## config.mk

```make
export PLATFORM = sky130hd
export DESIGN_NAME = dbu_breakpoint_unit
export DESIGN_NICKNAME = d
export VERILOG_FILES = /design/src/hdl/dbu_ibreak_match.v /design/src/hdl/dbu_breakpoint_unit.v
export VERILOG_INCLUDE_DIRS = /design/src /design/src/hdl
export SDC_FILE = /design/constraint.sdc
export NUM_CORES = 2
export LEC_CHECK = 0
export ABC_AREA = 1
export BUFFER_PORTS_ARGS = -buffer_cell sky130_fd_sc_hd__buf_4
export CAP_MARGIN = 20
export CORE_ASPECT_RATIO = 0.8
export CORE_MARGIN = 2
export CORE_UTILIZATION = 30
export DETAILED_ROUTE_END_ITERATION = 8
export PLACE_DENSITY = 0.52
export SLEW_MARGIN = 20
export SYNTH_ARGS = -nofsm -noshare
export SYNTH_HDL_FRONTEND = slang
export SYNTH_SLANG_ARGS = --single-unit
```

## constraint.sdc

```tcl
create_clock -name mclk_in -period 29.3 [get_ports mclk_in]
set_clock_uncertainty 0.1 [all_clocks]
set_input_delay 5.86 -clock mclk_in [delete_from_list [all_inputs] [get_ports mclk_in]]
set_output_delay 5.86 -clock mclk_in [all_outputs]
set_load 0.005 [all_outputs]
```

## src/hdl/dbu_defines.vh

```
// constants for the debug breakpoint unit: register numbers, field layouts,
// cause codes, writable masks and reset values.
// assumes inclusion by bare name from the unit's design files.
`ifndef DBU_DEFINES_VH
`define DBU_DEFINES_VH

// register numbers on the processor status port
`define DBU_OFF_SAVED_STATUS 8'h10
`define DBU_OFF_SAVED_PC 8'h11
`define DBU_OFF_SAVED_SP 8'h12
`define DBU_OFF_FETCH_THREAD 8'h13
`define DBU_OFF_FETCH_REGNUM 8'h14
`define DBU_OFF_CAUSE_INFO 8'h15
`define DBU_OFF_CAUSE_DATA 8'h16
`define DBU_OFF_HALT_MASK 8'h18
`define DBU_OFF_SCRATCH 8'h20
`define DBU_OFF_IB_ADDR 8'h30
`define DBU_OFF_IB_CTRL 8'h40
// masks that group the banked registers
`define DBU_SCRATCH_MASK 8'hf8
`define DBU_BANK4_MASK 8'hfc

// saved status word fields
`define DBU_SSW_WIDTH 11
`define DBU_SSW_EVENTS_EN 0
`define DBU_SSW_INTS_EN 1
`define DBU_SSW_IN_EE_SEQ 2
`define DBU_SSW_IN_HANDLER 3
`define DBU_SSW_KERNEL 4
`define DBU_SSW_PAUSED 6
`define DBU_SSW_FAST 7
`define DBU_SSW_ISSUE_MODE 8
`define DBU_SSW_ISSUE_KENTRY 9
`define DBU_SSW_ASID 10
// bits 5 and 8 are not writable by software
`define DBU_SSW_WR_MASK 11'h6df

// cause information fields
`define DBU_CI_CAUSE_LSB 0
`define DBU_CI_CAUSE_MSB 2
`define DBU_CI_THREAD_LSB 8
`define DBU_CI_THREAD_MSB 15
`define DBU_CI_INDEX_LSB 16
`define DBU_CI_INDEX_MSB 17
`define DBU_CI_WR_MASK 32'h0003ff07

// cause codes
`define DBU_CAUSE_NONE 3'h0
`define DBU_CAUSE_HOST 3'h1
`define DBU_CAUSE_DEBUG_CALL_INSTR 3'h2
`define DBU_CAUSE_IBREAK 3'h3
`define DBU_CAUSE_DWATCH 3'h4
`define DBU_CAUSE_RWATCH 3'h5

// instruction breakpoint control fields
`define DBU_IBC_ENABLE 0
`define DBU_IBC_NOT_EQUAL 1
`define DBU_IBC_THREADS_LSB 16
`define DBU_IBC_THREADS_MSB 23
`define DBU_IBC_WR_MASK 32'h00ff0003

// operand field masks
`define DBU_FETCH_THREAD_MASK 32'h000000ff
`define DBU_FETCH_REGNUM_MASK 32'h0000001f
`define DBU_HALT_MASK_BITS 32'h000000ff

// reset values
`define DBU_RST_WORD 32'h00000000
`define DBU_RST_IB_CTRL 32'h00000000

`endif

```

## src/hdl/dbu_ibreak_match.v

```verilog
// one instruction breakpoint comparator.
// assumes the pc and thread inputs are registered on the core clock.
`timescale 1ns/1ns
`include "dbu_defines.vh"
module dbu_ibreak_match #(
    parameter NUM_THREADS = 8
) (
    input wire [31:0] break_addr_in,
    input wire [31:0] break_ctrl_in,
    input wire pc_valid_in,
    input wire [31:0] pc_in,
    input wire [2:0] pc_thread_in,
    output wire hit_out
);
    wire enabled; // breakpoint armed
    wire addr_equal; // pc equals stored address
    wire cond_met; // equal or not-equal condition
    wire [NUM_THREADS-1:0] thread_en; // per-thread enables
    wire thread_ok; // current thread allowed

    assign addr_equal = (pc_in == break_addr_in);
    assign cond_met = break_ctrl_in[`DBU_IBC_NOT_EQUAL] ? ~addr_equal : addr_equal;
    assign thread_en = break_ctrl_in[`DBU_IBC_THREADS_MSB:`DBU_IBC_THREADS_LSB];
    assign thread_ok = thread_en[pc_thread_in];
    assign enabled = break_ctrl_in[`DBU_IBC_ENABLE];
    assign hit_out = enabled & cond_met & thread_ok & pc_valid_in;
endmodule // dbu_ibreak_match

```

## src/hdl/dbu_breakpoint_unit.v

```verilog
// debug breakpoint unit: debug entry capture, cause recording, instruction
// breakpoints, halt mask, register-fetch operands and shared scratch words.
// assumes all inputs come from logic on mclk_in, host requests included.
`timescale 1ns/1ns
`include "dbu_defines.vh"
// Behaviour
// - copy interrupted status word on entry
// - status bits zero to four layout
// - status bits six to ten layout
// - store full interrupted pc on entry
// - store interrupted stack pointer, software writable
// - fetch operands: thread and register number
// - three-bit cause code, resets zero
// - lowest triggering index, zero otherwise
// - causing thread number, zero for host
// - address or resource id in data
// - halt mask stops threads outside debug
// - eight scratch words, two access paths
// - four instruction breakpoints raise entry
// - breakpoint fires only when enabled
// - condition bit: equal or differs
// - per-thread breakpoint enables, reset zero
module dbu_breakpoint_unit #(
    parameter NUM_BREAKS = 4,
    parameter NUM_SCRATCH = 8
) (
    input wire mclk_in,
    input wire rst_in,
    input wire [7:0] reg_addr_in,
    input wire reg_wr_in,
    input wire reg_rd_in,
    input wire [31:0] reg_wdata_in,
    output reg [31:0] reg_rdata_out,
    input wire [7:0] cfg_addr_in,
    input wire cfg_wr_in,
    input wire cfg_rd_in,
    input wire [31:0] cfg_wdata_in,
    output reg [31:0] cfg_rdata_out,
    input wire host_req_in,
    input wire debug_call_instr_in,
    input wire [2:0] debug_call_instr_thread_in,
    input wire pc_valid_in,
    input wire [31:0] pc_in,
    input wire [2:0] pc_thread_in,
    input wire [3:0] dwatch_hit_in,
    input wire [2:0] dwatch_thread_in,
    input wire [31:0] dwatch_addr_in,
    input wire [3:0] rwatch_hit_in,
    input wire [2:0] rwatch_thread_in,
    input wire [31:0] rwatch_resid_in,
    input wire [10:0] ctx_ssr_in,
    input wire [31:0] ctx_pc_in,
    input wire [31:0] ctx_sp_in,
    input wire debug_return_in,
    output reg [2:0] ctx_thread_out,
    output wire ctx_capture_out,
    output wire debug_enter_out,
    output wire debug_mode_out,
    output wire [7:0] thread_halt_out,
    output wire [7:0] fetch_thread_out,
    output wire [4:0] fetch_regnum_out,
    output wire [10:0] saved_status_word_out,
    output wire [31:0] saved_program_counter_out,
    output wire [31:0] saved_stack_pointer_out
);
    // one-hot states of the entry sequence
    localparam ST_IDLE = 4'b0001; // threads running
    localparam ST_CAPTURE = 4'b0010; // context of chosen thread sampled
    localparam ST_ENTER = 4'b0100; // handler may start
    localparam ST_DEBUG = 4'b1000; // handler running

    // lowest set index of a four-bit hit vector
    function [1:0] dbu_lowest;
        input [3:0] hits;
        begin
            if (hits[0]) begin
                dbu_lowest = 2'h0;
            end else if (hits[1]) begin
                dbu_lowest = 2'h1;
            end else if (hits[2]) begin
                dbu_lowest = 2'h2;
            end else begin
                dbu_lowest = 2'h3;
            end
        end
    endfunction

    // true when an address falls in a banked group
    function dbu_in_bank;
        input [7:0] addr;
        input [7:0] mask;
        input [7:0] base;
        begin
            dbu_in_bank = ((addr & mask) == base);
        end
    endfunction

    reg [3:0] state; // sequence state
    reg [3:0] next_state; // next sequence state
    reg [10:0] saved_status; // saved status word copy
    reg [31:0] saved_pc; // saved program counter
    reg [31:0] saved_sp; // saved stack pointer
    reg [7:0] fetch_thread; // fetch thread operand
    reg [4:0] fetch_regnum; // fetch register operand
    reg [2:0] cause; // cause code
    reg [7:0] cause_thread; // causing thread
    reg [1:0] cause_index; // triggering index
    reg [31:0] cause_data; // address or resource id
    reg [7:0] halt_mask; // thread halt mask
    reg [31:0] scratch [0:NUM_SCRATCH-1]; // shared scratch words
    reg [31:0] ib_addr [0:NUM_BREAKS-1]; // breakpoint addresses
    reg [31:0] ib_ctrl [0:NUM_BREAKS-1]; // breakpoint controls
    wire [NUM_BREAKS-1:0] ib_hit; // breakpoint hits this cycle
    wire [3:0] ib_hit4; // hits widened to four
    reg trig; // some source triggers
    reg [2:0] next_cause; // cause of this trigger
    reg [2:0] next_thread; // thread of this trigger
    reg [1:0] next_index; // index of this trigger
    reg [31:0] next_data; // data of this trigger
    reg next_data_load; // data register is loaded
    reg [31:0] rd_word; // status port read mux
    reg [31:0] cfg_word; // config port read mux
    wire idle; // in idle state
    wire wr_ok; // status port write allowed
    wire [1:0] reg_bank; // low bits of banked address
    wire [2:0] reg_scr; // status port scratch index
    wire [2:0] cfg_scr; // config port scratch index
    integer i; // reset loop index
    integer j; // scratch reset loop index

    assign idle = (state == ST_IDLE);
    assign ctx_capture_out = (state == ST_CAPTURE);
    assign debug_enter_out = (state == ST_ENTER);
    assign debug_mode_out = (state == ST_DEBUG) | (state == ST_ENTER);
    // status port writes take effect only in the debug state, not the enter cycle
    assign wr_ok = reg_wr_in & (state == ST_DEBUG);
    assign reg_bank = reg_addr_in[1:0];
    assign reg_scr = reg_addr_in[2:0];
    assign cfg_scr = cfg_addr_in[2:0];
    assign thread_halt_out = debug_mode_out ? 8'h00 : halt_mask;
    assign fetch_thread_out = fetch_thread;
    assign fetch_regnum_out = fetch_regnum;
    assign saved_status_word_out = saved_status;
    assign saved_program_counter_out = saved_pc;
    assign saved_stack_pointer_out = saved_sp;

    // one comparator per instruction breakpoint
    genvar g;
    generate
        for (g = 0; g < NUM_BREAKS; g = g + 1) begin : gen_ib
            dbu_ibreak_match #(
                .NUM_THREADS(8)
            ) u_match (
                .break_addr_in(ib_addr[g]),
                .break_ctrl_in(ib_ctrl[g]),
                .pc_valid_in(pc_valid_in),
                .pc_in(pc_in),
                .pc_thread_in(pc_thread_in),
                .hit_out(ib_hit[g])
            );
        end
    endgenerate
    assign ib_hit4 = ib_hit[3:0];

    // trigger selection, host first, then call, break, data, resource
    always @* begin
        trig = 1'b0;
        next_cause = `DBU_CAUSE_NONE;
        next_thread = 3'h0;
        next_index = 2'h0;
        next_data = 32'h00000000;
        next_data_load = 1'b0;
        if (host_req_in) begin
            trig = 1'b1;
            next_cause = `DBU_CAUSE_HOST;
        end else if (debug_call_instr_in) begin
            trig = 1'b1;
            next_cause = `DBU_CAUSE_DEBUG_CALL_INSTR;
            next_thread = debug_call_instr_thread_in;
        end else if (|ib_hit4) begin
            trig = 1'b1;
            next_cause = `DBU_CAUSE_IBREAK;
            next_thread = pc_thread_in;
            next_index = dbu_lowest(ib_hit4);
        end else if (|dwatch_hit_in) begin
            trig = 1'b1;
            next_cause = `DBU_CAUSE_DWATCH;
            next_thread = dwatch_thread_in;
            next_index = dbu_lowest(dwatch_hit_in);
            next_data = dwatch_addr_in;
            next_data_load = 1'b1;
        end else if (|rwatch_hit_in) begin
            trig = 1'b1;
            next_cause = `DBU_CAUSE_RWATCH;
            next_thread = rwatch_thread_in;
            next_index = dbu_lowest(rwatch_hit_in);
            next_data = rwatch_resid_in;
            next_data_load = 1'b1;
        end else begin
            trig = 1'b0;
        end
    end

    // entry sequence next state
    always @* begin
        next_state = state;
        case (state)
            ST_IDLE: begin
                // triggers only count while threads run
                if (trig) begin
                    next_state = ST_CAPTURE;
                end
            end
            ST_CAPTURE: begin
                next_state = ST_ENTER;
            end
            ST_ENTER: begin
                next_state = ST_DEBUG;
            end
            ST_DEBUG: begin
                // leave on return from the handler
                if (debug_return_in) begin
                    next_state = ST_IDLE;
                end
            end
            default: begin
                next_state = ST_IDLE;
            end
        endcase
    end

    // state register
    always @(posedge mclk_in or posedge rst_in) begin
        if (rst_in) begin
            state <= ST_IDLE;
        end else begin
            state <= next_state;
        end
    end

    // cause recording and context capture
    always @(posedge mclk_in or posedge rst_in) begin
        if (rst_in) begin
            cause <= `DBU_CAUSE_NONE;
            cause_thread <= 8'h00;
            cause_index <= 2'h0;
            cause_data <= `DBU_RST_WORD;
            ctx_thread_out <= 3'h0;
            saved_status <= 11'h000;
            saved_pc <= `DBU_RST_WORD;
            saved_sp <= `DBU_RST_WORD;
        end else if (idle & trig) begin
            cause <= next_cause;
            cause_thread <= {5'h00, next_thread};
            cause_index <= next_index;
            if (next_data_load) begin
                cause_data <= next_data;
            end
            ctx_thread_out <= next_thread;
        end else if (state == ST_CAPTURE) begin
            saved_status <= ctx_ssr_in & 11'h7df;
            saved_pc <= ctx_pc_in;
            saved_sp <= ctx_sp_in;
        end else if (wr_ok) begin
            case (reg_addr_in)
                `DBU_OFF_SAVED_STATUS: begin
                    saved_status <= (saved_status & ~`DBU_SSW_WR_MASK)
                        | (reg_wdata_in[10:0] & `DBU_SSW_WR_MASK);
                end
                `DBU_OFF_SAVED_PC: begin
                    saved_pc <= reg_wdata_in;
                end
                `DBU_OFF_SAVED_SP: begin
                    saved_sp <= reg_wdata_in;
                end
                `DBU_OFF_CAUSE_INFO: begin
                    cause <= reg_wdata_in[`DBU_CI_CAUSE_MSB:`DBU_CI_CAUSE_LSB];
                    cause_thread <= reg_wdata_in[`DBU_CI_THREAD_MSB:`DBU_CI_THREAD_LSB];
                    cause_index <= reg_wdata_in[`DBU_CI_INDEX_MSB:`DBU_CI_INDEX_LSB];
                end
                `DBU_OFF_CAUSE_DATA: begin
                    cause_data <= reg_wdata_in;
                end
                default: begin
                    cause <= cause;
                end
            endcase
        end
    end

    // operands, halt mask and breakpoint registers
    always @(posedge mclk_in or posedge rst_in) begin
        if (rst_in) begin
            fetch_thread <= 8'h00;
            fetch_regnum <= 5'h00;
            halt_mask <= 8'h00;
            for (i = 0; i < NUM_BREAKS; i = i + 1) begin
                ib_addr[i] <= `DBU_RST_WORD;
                ib_ctrl[i] <= `DBU_RST_IB_CTRL;
            end
        end else if (wr_ok) begin
            if (reg_addr_in == `DBU_OFF_FETCH_THREAD) begin
                fetch_thread <= reg_wdata_in[7:0];
            end
            if (reg_addr_in == `DBU_OFF_FETCH_REGNUM) begin
                fetch_regnum <= reg_wdata_in[4:0];
            end
            if (reg_addr_in == `DBU_OFF_HALT_MASK) begin
                halt_mask <= reg_wdata_in[7:0];
            end
            if (dbu_in_bank(reg_addr_in, `DBU_BANK4_MASK, `DBU_OFF_IB_ADDR)) begin
                ib_addr[reg_bank] <= reg_wdata_in;
            end
            if (dbu_in_bank(reg_addr_in, `DBU_BANK4_MASK, `DBU_OFF_IB_CTRL)) begin
                ib_ctrl[reg_bank] <= reg_wdata_in & `DBU_IBC_WR_MASK;
            end
        end
    end

    // scratch words, status port wins a same-word collision
    always @(posedge mclk_in or posedge rst_in) begin
        if (rst_in) begin
            for (j = 0; j < NUM_SCRATCH; j = j + 1) begin
                scratch[j] <= `DBU_RST_WORD;
            end
        end else begin
            if (cfg_wr_in & dbu_in_bank(cfg_addr_in, `DBU_SCRATCH_MASK, `DBU_OFF_SCRATCH)) begin
                scratch[cfg_scr] <= cfg_wdata_in;
            end
            if (wr_ok & dbu_in_bank(reg_addr_in, `DBU_SCRATCH_MASK, `DBU_OFF_SCRATCH)) begin
                scratch[reg_scr] <= reg_wdata_in;
            end
        end
    end

    // status port read mux
    always @* begin
        rd_word = 32'h00000000;
        case (reg_addr_in)
            `DBU_OFF_SAVED_STATUS: rd_word = {21'h0, saved_status};
            `DBU_OFF_SAVED_PC: rd_word = saved_pc;
            `DBU_OFF_SAVED_SP: rd_word = saved_sp;
            `DBU_OFF_FETCH_THREAD: rd_word = {24'h000000, fetch_thread};
            `DBU_OFF_FETCH_REGNUM: rd_word = {27'h0, fetch_regnum};
            `DBU_OFF_CAUSE_INFO: rd_word = {14'h0, cause_index, cause_thread, 5'h00, cause};
            `DBU_OFF_CAUSE_DATA: rd_word = cause_data;
            `DBU_OFF_HALT_MASK: rd_word = {24'h000000, halt_mask};
            default: begin
                if (dbu_in_bank(reg_addr_in, `DBU_SCRATCH_MASK, `DBU_OFF_SCRATCH)) begin
                    rd_word = scratch[reg_scr];
                end else if (dbu_in_bank(reg_addr_in, `DBU_BANK4_MASK, `DBU_OFF_IB_ADDR)) begin
                    rd_word = ib_addr[reg_bank];
                end else if (dbu_in_bank(reg_addr_in, `DBU_BANK4_MASK, `DBU_OFF_IB_CTRL)) begin
                    rd_word = ib_ctrl[reg_bank];
                end else begin
                    rd_word = 32'h00000000;
                end
            end
        endcase
    end

    // config port read mux, scratch only
    always @* begin
        cfg_word = 32'h00000000;
        if (dbu_in_bank(cfg_addr_in, `DBU_SCRATCH_MASK, `DBU_OFF_SCRATCH)) begin
            cfg_word = scratch[cfg_scr];
        end
    end

    // registered read data, held between reads
    always @(posedge mclk_in or posedge rst_in) begin
        if (rst_in) begin
            reg_rdata_out <= `DBU_RST_WORD;
            cfg_rdata_out <= `DBU_RST_WORD;
        end else begin
            if (reg_rd_in) begin
                reg_rdata_out <= rd_word;
            end
            if (cfg_rd_in) begin
                cfg_rdata_out <= cfg_word;
            end
        end
    end
endmodule // dbu_breakpoint_unit

```

==> out/results.txt <==
Share of synthesized flip-flops with an asynchronous set or reset: 1.00
Worst EP arrival: 9750 ps
Vias in the first global route: 33800
Final WL: 174000 um
Via count: 36700
Hold_sp: cause_data[10]
Core Box Area: 121000 um2
Site row count: 114
Reg2Reg Setup Slack: 25290 ps
1st-iter DRT viols: 4369
TritonCTS clock tree: built
Worst min-delay path class: reg -> reg
Worst-Margin Slew: 1200 ps
Deepest clock path buffer count: 3
Post-CTS sizing: 0
Initial antenna violation count: 25
DRC: 0
Slew Limit Fails: 0
FF+latch area: 15900 um2
Post-synthesis sequential area ratio: 0.436
Multi-input logic area: 16900 um2
Most common cell in the netlist: nand2_1
RSZ-0062 raised after global routing: no
Post-CTS Setup Inserts: 0
Most frequent CP cell: buf_4
Latest clock arrival within the worst-skew pair: 670 ps
Crit-path cells: buf_4 > or2_1 > nor4_4 > buf_4 > inv_1 > nor2_4 > buf_4 > nand2_1 > buf_4 > o21ai_0 > a21oi_1 > a31oi_1 > inv_1
First-pass GRT wire length: 248000 um
EDFF count, synth: 0
# setup viols final: 0
Post-synthesis cell type count: 60
Syn_nets: 5146
Critical path capture point type: flop
Max cap viols: 0
Worst slew margin: 0.190
Average cell area after synthesis: 7.50 um2
Setup CP Type: in -> reg
Dpl hpwl: 119000 um
Startpoint Class: input pin
Status: complete, no violations
Yosys warns: 0
Data required, critical path: 29730 ps
Top cells by instance count after synthesis: nand2_1, dfrtp_1, o21ai_0
Post-synth top area cell: dfrtp_1
#FFs+latches synth: 635
PD cells: 62.4 nW/um2
WHS Path Cells: 2
# IOs: 447
H-tree depth: 3
Synthesis-to-layout area growth: 19.6%
Chip Height: 316 um
Synth Flop Type: dfrtp_1
Crit path max fanout: 37
Final std cells w/o fill: 6794
Post-route clock period utilization: 0.318
Hold Buf Count CTS: 0
IO buf count: 444
Initial DRT Pass Iterations: 6
GPL Wtd Cong: 0.912
Final-layout fill cell count: 12900
Worst IR Drop VDD: 0.0438 mV
Total track usage: 0.272
Share of layout cells above drive strength 1: 0.144
Clock Sinks: 635
PnR worst setup slack: 19980 ps
Clk slew on worst S/H paths: 60 ps
CTS Buf Count: 78
Worst path max stage delay: 820 ps
Die area: 124000 um2
Post-Place Cells: 6649
Setup TNS Final: 0 ps
Min Tclk post-route: 9320 ps
Detail Route Antenna Nets: 0
Crit-path slowest cell: nand2_1
Pre-CTS WS: 19410 ps
Worst r2r dst: cause_data[6]
Initial Util: 0.302
Post-DR wirelength/cell: 25.7 um
Final Hold Fails: 0
Hold path endpoint: cause_data[10]
Chip Width: 394 um
Top cell type's share of synthesized area: 0.435
Synth top area cells: dfrtp_1, nand2_1, o21ai_0, inv_1, o211ai_1
Clock root buffer: clkbuf_16
Largest net degree at the start of global routing: 159
Max Clk Rate: 107 MHz
Reg2reg start: ib_addr[103]
Mapped Area: 36500 um2
Worst r2r path cells: 16
Total grt overflow: 0
Static leakage: 0.0206 uW
Syn Inst Count: 4865
Fin nets: 5387
Via density per instance: 5.40
[worst max path at each step]
stage	cells past startpoint	end	slack [ps]	start
2_1_floorplan	1	cause[0]	5550	rst_in
3_3_place_gp	13	scratch[45]	19440	reg_addr_in[7]
3_5_place_dp	13	scratch[45]	19410	reg_addr_in[7]
4_1_cts	13	scratch[45]	20090	reg_addr_in[7]
5_1_grt	13	scratch[45]	19940	reg_addr_in[7]
6_report	13	scratch[45]	19980	reg_addr_in[7]
[worst max-delay path, delay by kind of cell]
kind                   cells  cell delay [ps]
buffers and inverters      6             2070
and+or+nand+nor            4             1360
AOI/OAI and AO/OA          3              350
[state kept, by name (all words and copies together), names as in the netlist]
signal / count
cause: 3
cause_data: 32
cause_index: 2
cause_thread: 8
cfg_rdata_out: 32
ctx_thread_out: 3
fetch_regnum_out: 5
fetch_thread_out: 8
halt_mask: 8
ib_addr: 128
ib_ctrl: 40
reg_rdata_out: 32
saved_program_counter_out: 32
saved_stack_pointer_out: 32
saved_status_word_out: 10
scratch: 256
state: 4
[cells by family (layout without fill, tap and decap cells)]
group | count (synthesis) | in the layout | synth area share
AOI/OAI and AO/OA | 1487 | 1487 | 0.247
muxes | 21 | 21 | 0.00648
other | 1 | 8 | 0.000103
buffers and inverters | 969 | 1267 | 0.107
xor gates and xnor gates | 94 | 94 | 0.0234
and+or+nand+nor | 1658 | 1658 | 0.180
DFF | 635 | 635 | 0.436
[cell usage in the layout, fill, tap and decap left out, types with 29 or more instances in the layout]
master     Yosys  layout
a22oi_1       46      46
nand2_1     1264    1251
nand3_1       76      72
o21ai_0      621     619
clkbuf_16      0      82
buf_4         10     510
a221oi_1      29      29
dfrtp_1      634     634
nor2_1       242     232
o211ai_1     252     252
xnor2_1       90      90
a21oi_1      210     209
a22o_1        42      42
o22ai_1      129     129
a31oi_1       38      38
inv_1        599     598
[where the power goes]
part           switching, uW  internal, uW  total [uW]
clock                    414           583         997
combinational            419           238         657
sequential              78.4           989        1070
total                    911          1810        2720
[per-stage QoR]
| step | instance area, um2 | hold slack (ps) | power (uW) | util |
|---|---|---|---|---|
| 2_1_floorplan | 36500 | 342 | 1430 | - |
| 3_3_place_gp | 41000 | 354 | 1720 | 0.340 |
| 3_5_place_dp | 41000 | 359 | 1730 | 0.340 |
| 4_1_cts | 43600 | 373 | 2730 | 0.361 |
| 5_1_grt | 43600 | 386 | 2840 | 0.361 |
| 6_report | 43600 | 374 | 2720 | 0.361 |
[layer usage]
metal,vias up,part of all wire,track usage
met5,-,0.00072,0
met4,18,0.037,0.0967
met3,310,0.10,0.0695
met2,1812,0.43,0.409
met1,17900,0.43,0.377
li1,16700,-,-
[final cells by class]
| type | count | area share |
|---|---|---|
| clock buffers | 113 | 0.0532 |
| repair buffers | 513 | 0.0889 |
| multi-input cells | 3261 | 0.388 |
| well taps | 1624 | 0.0466 |
| diodes | 7 | 0.000402 |
| clock inverters | 24 | 0.00556 |
| inverters | 617 | 0.0534 |
| flip-flops and latches | 635 | 0.364 |
(Power assumes the default switching activity.)
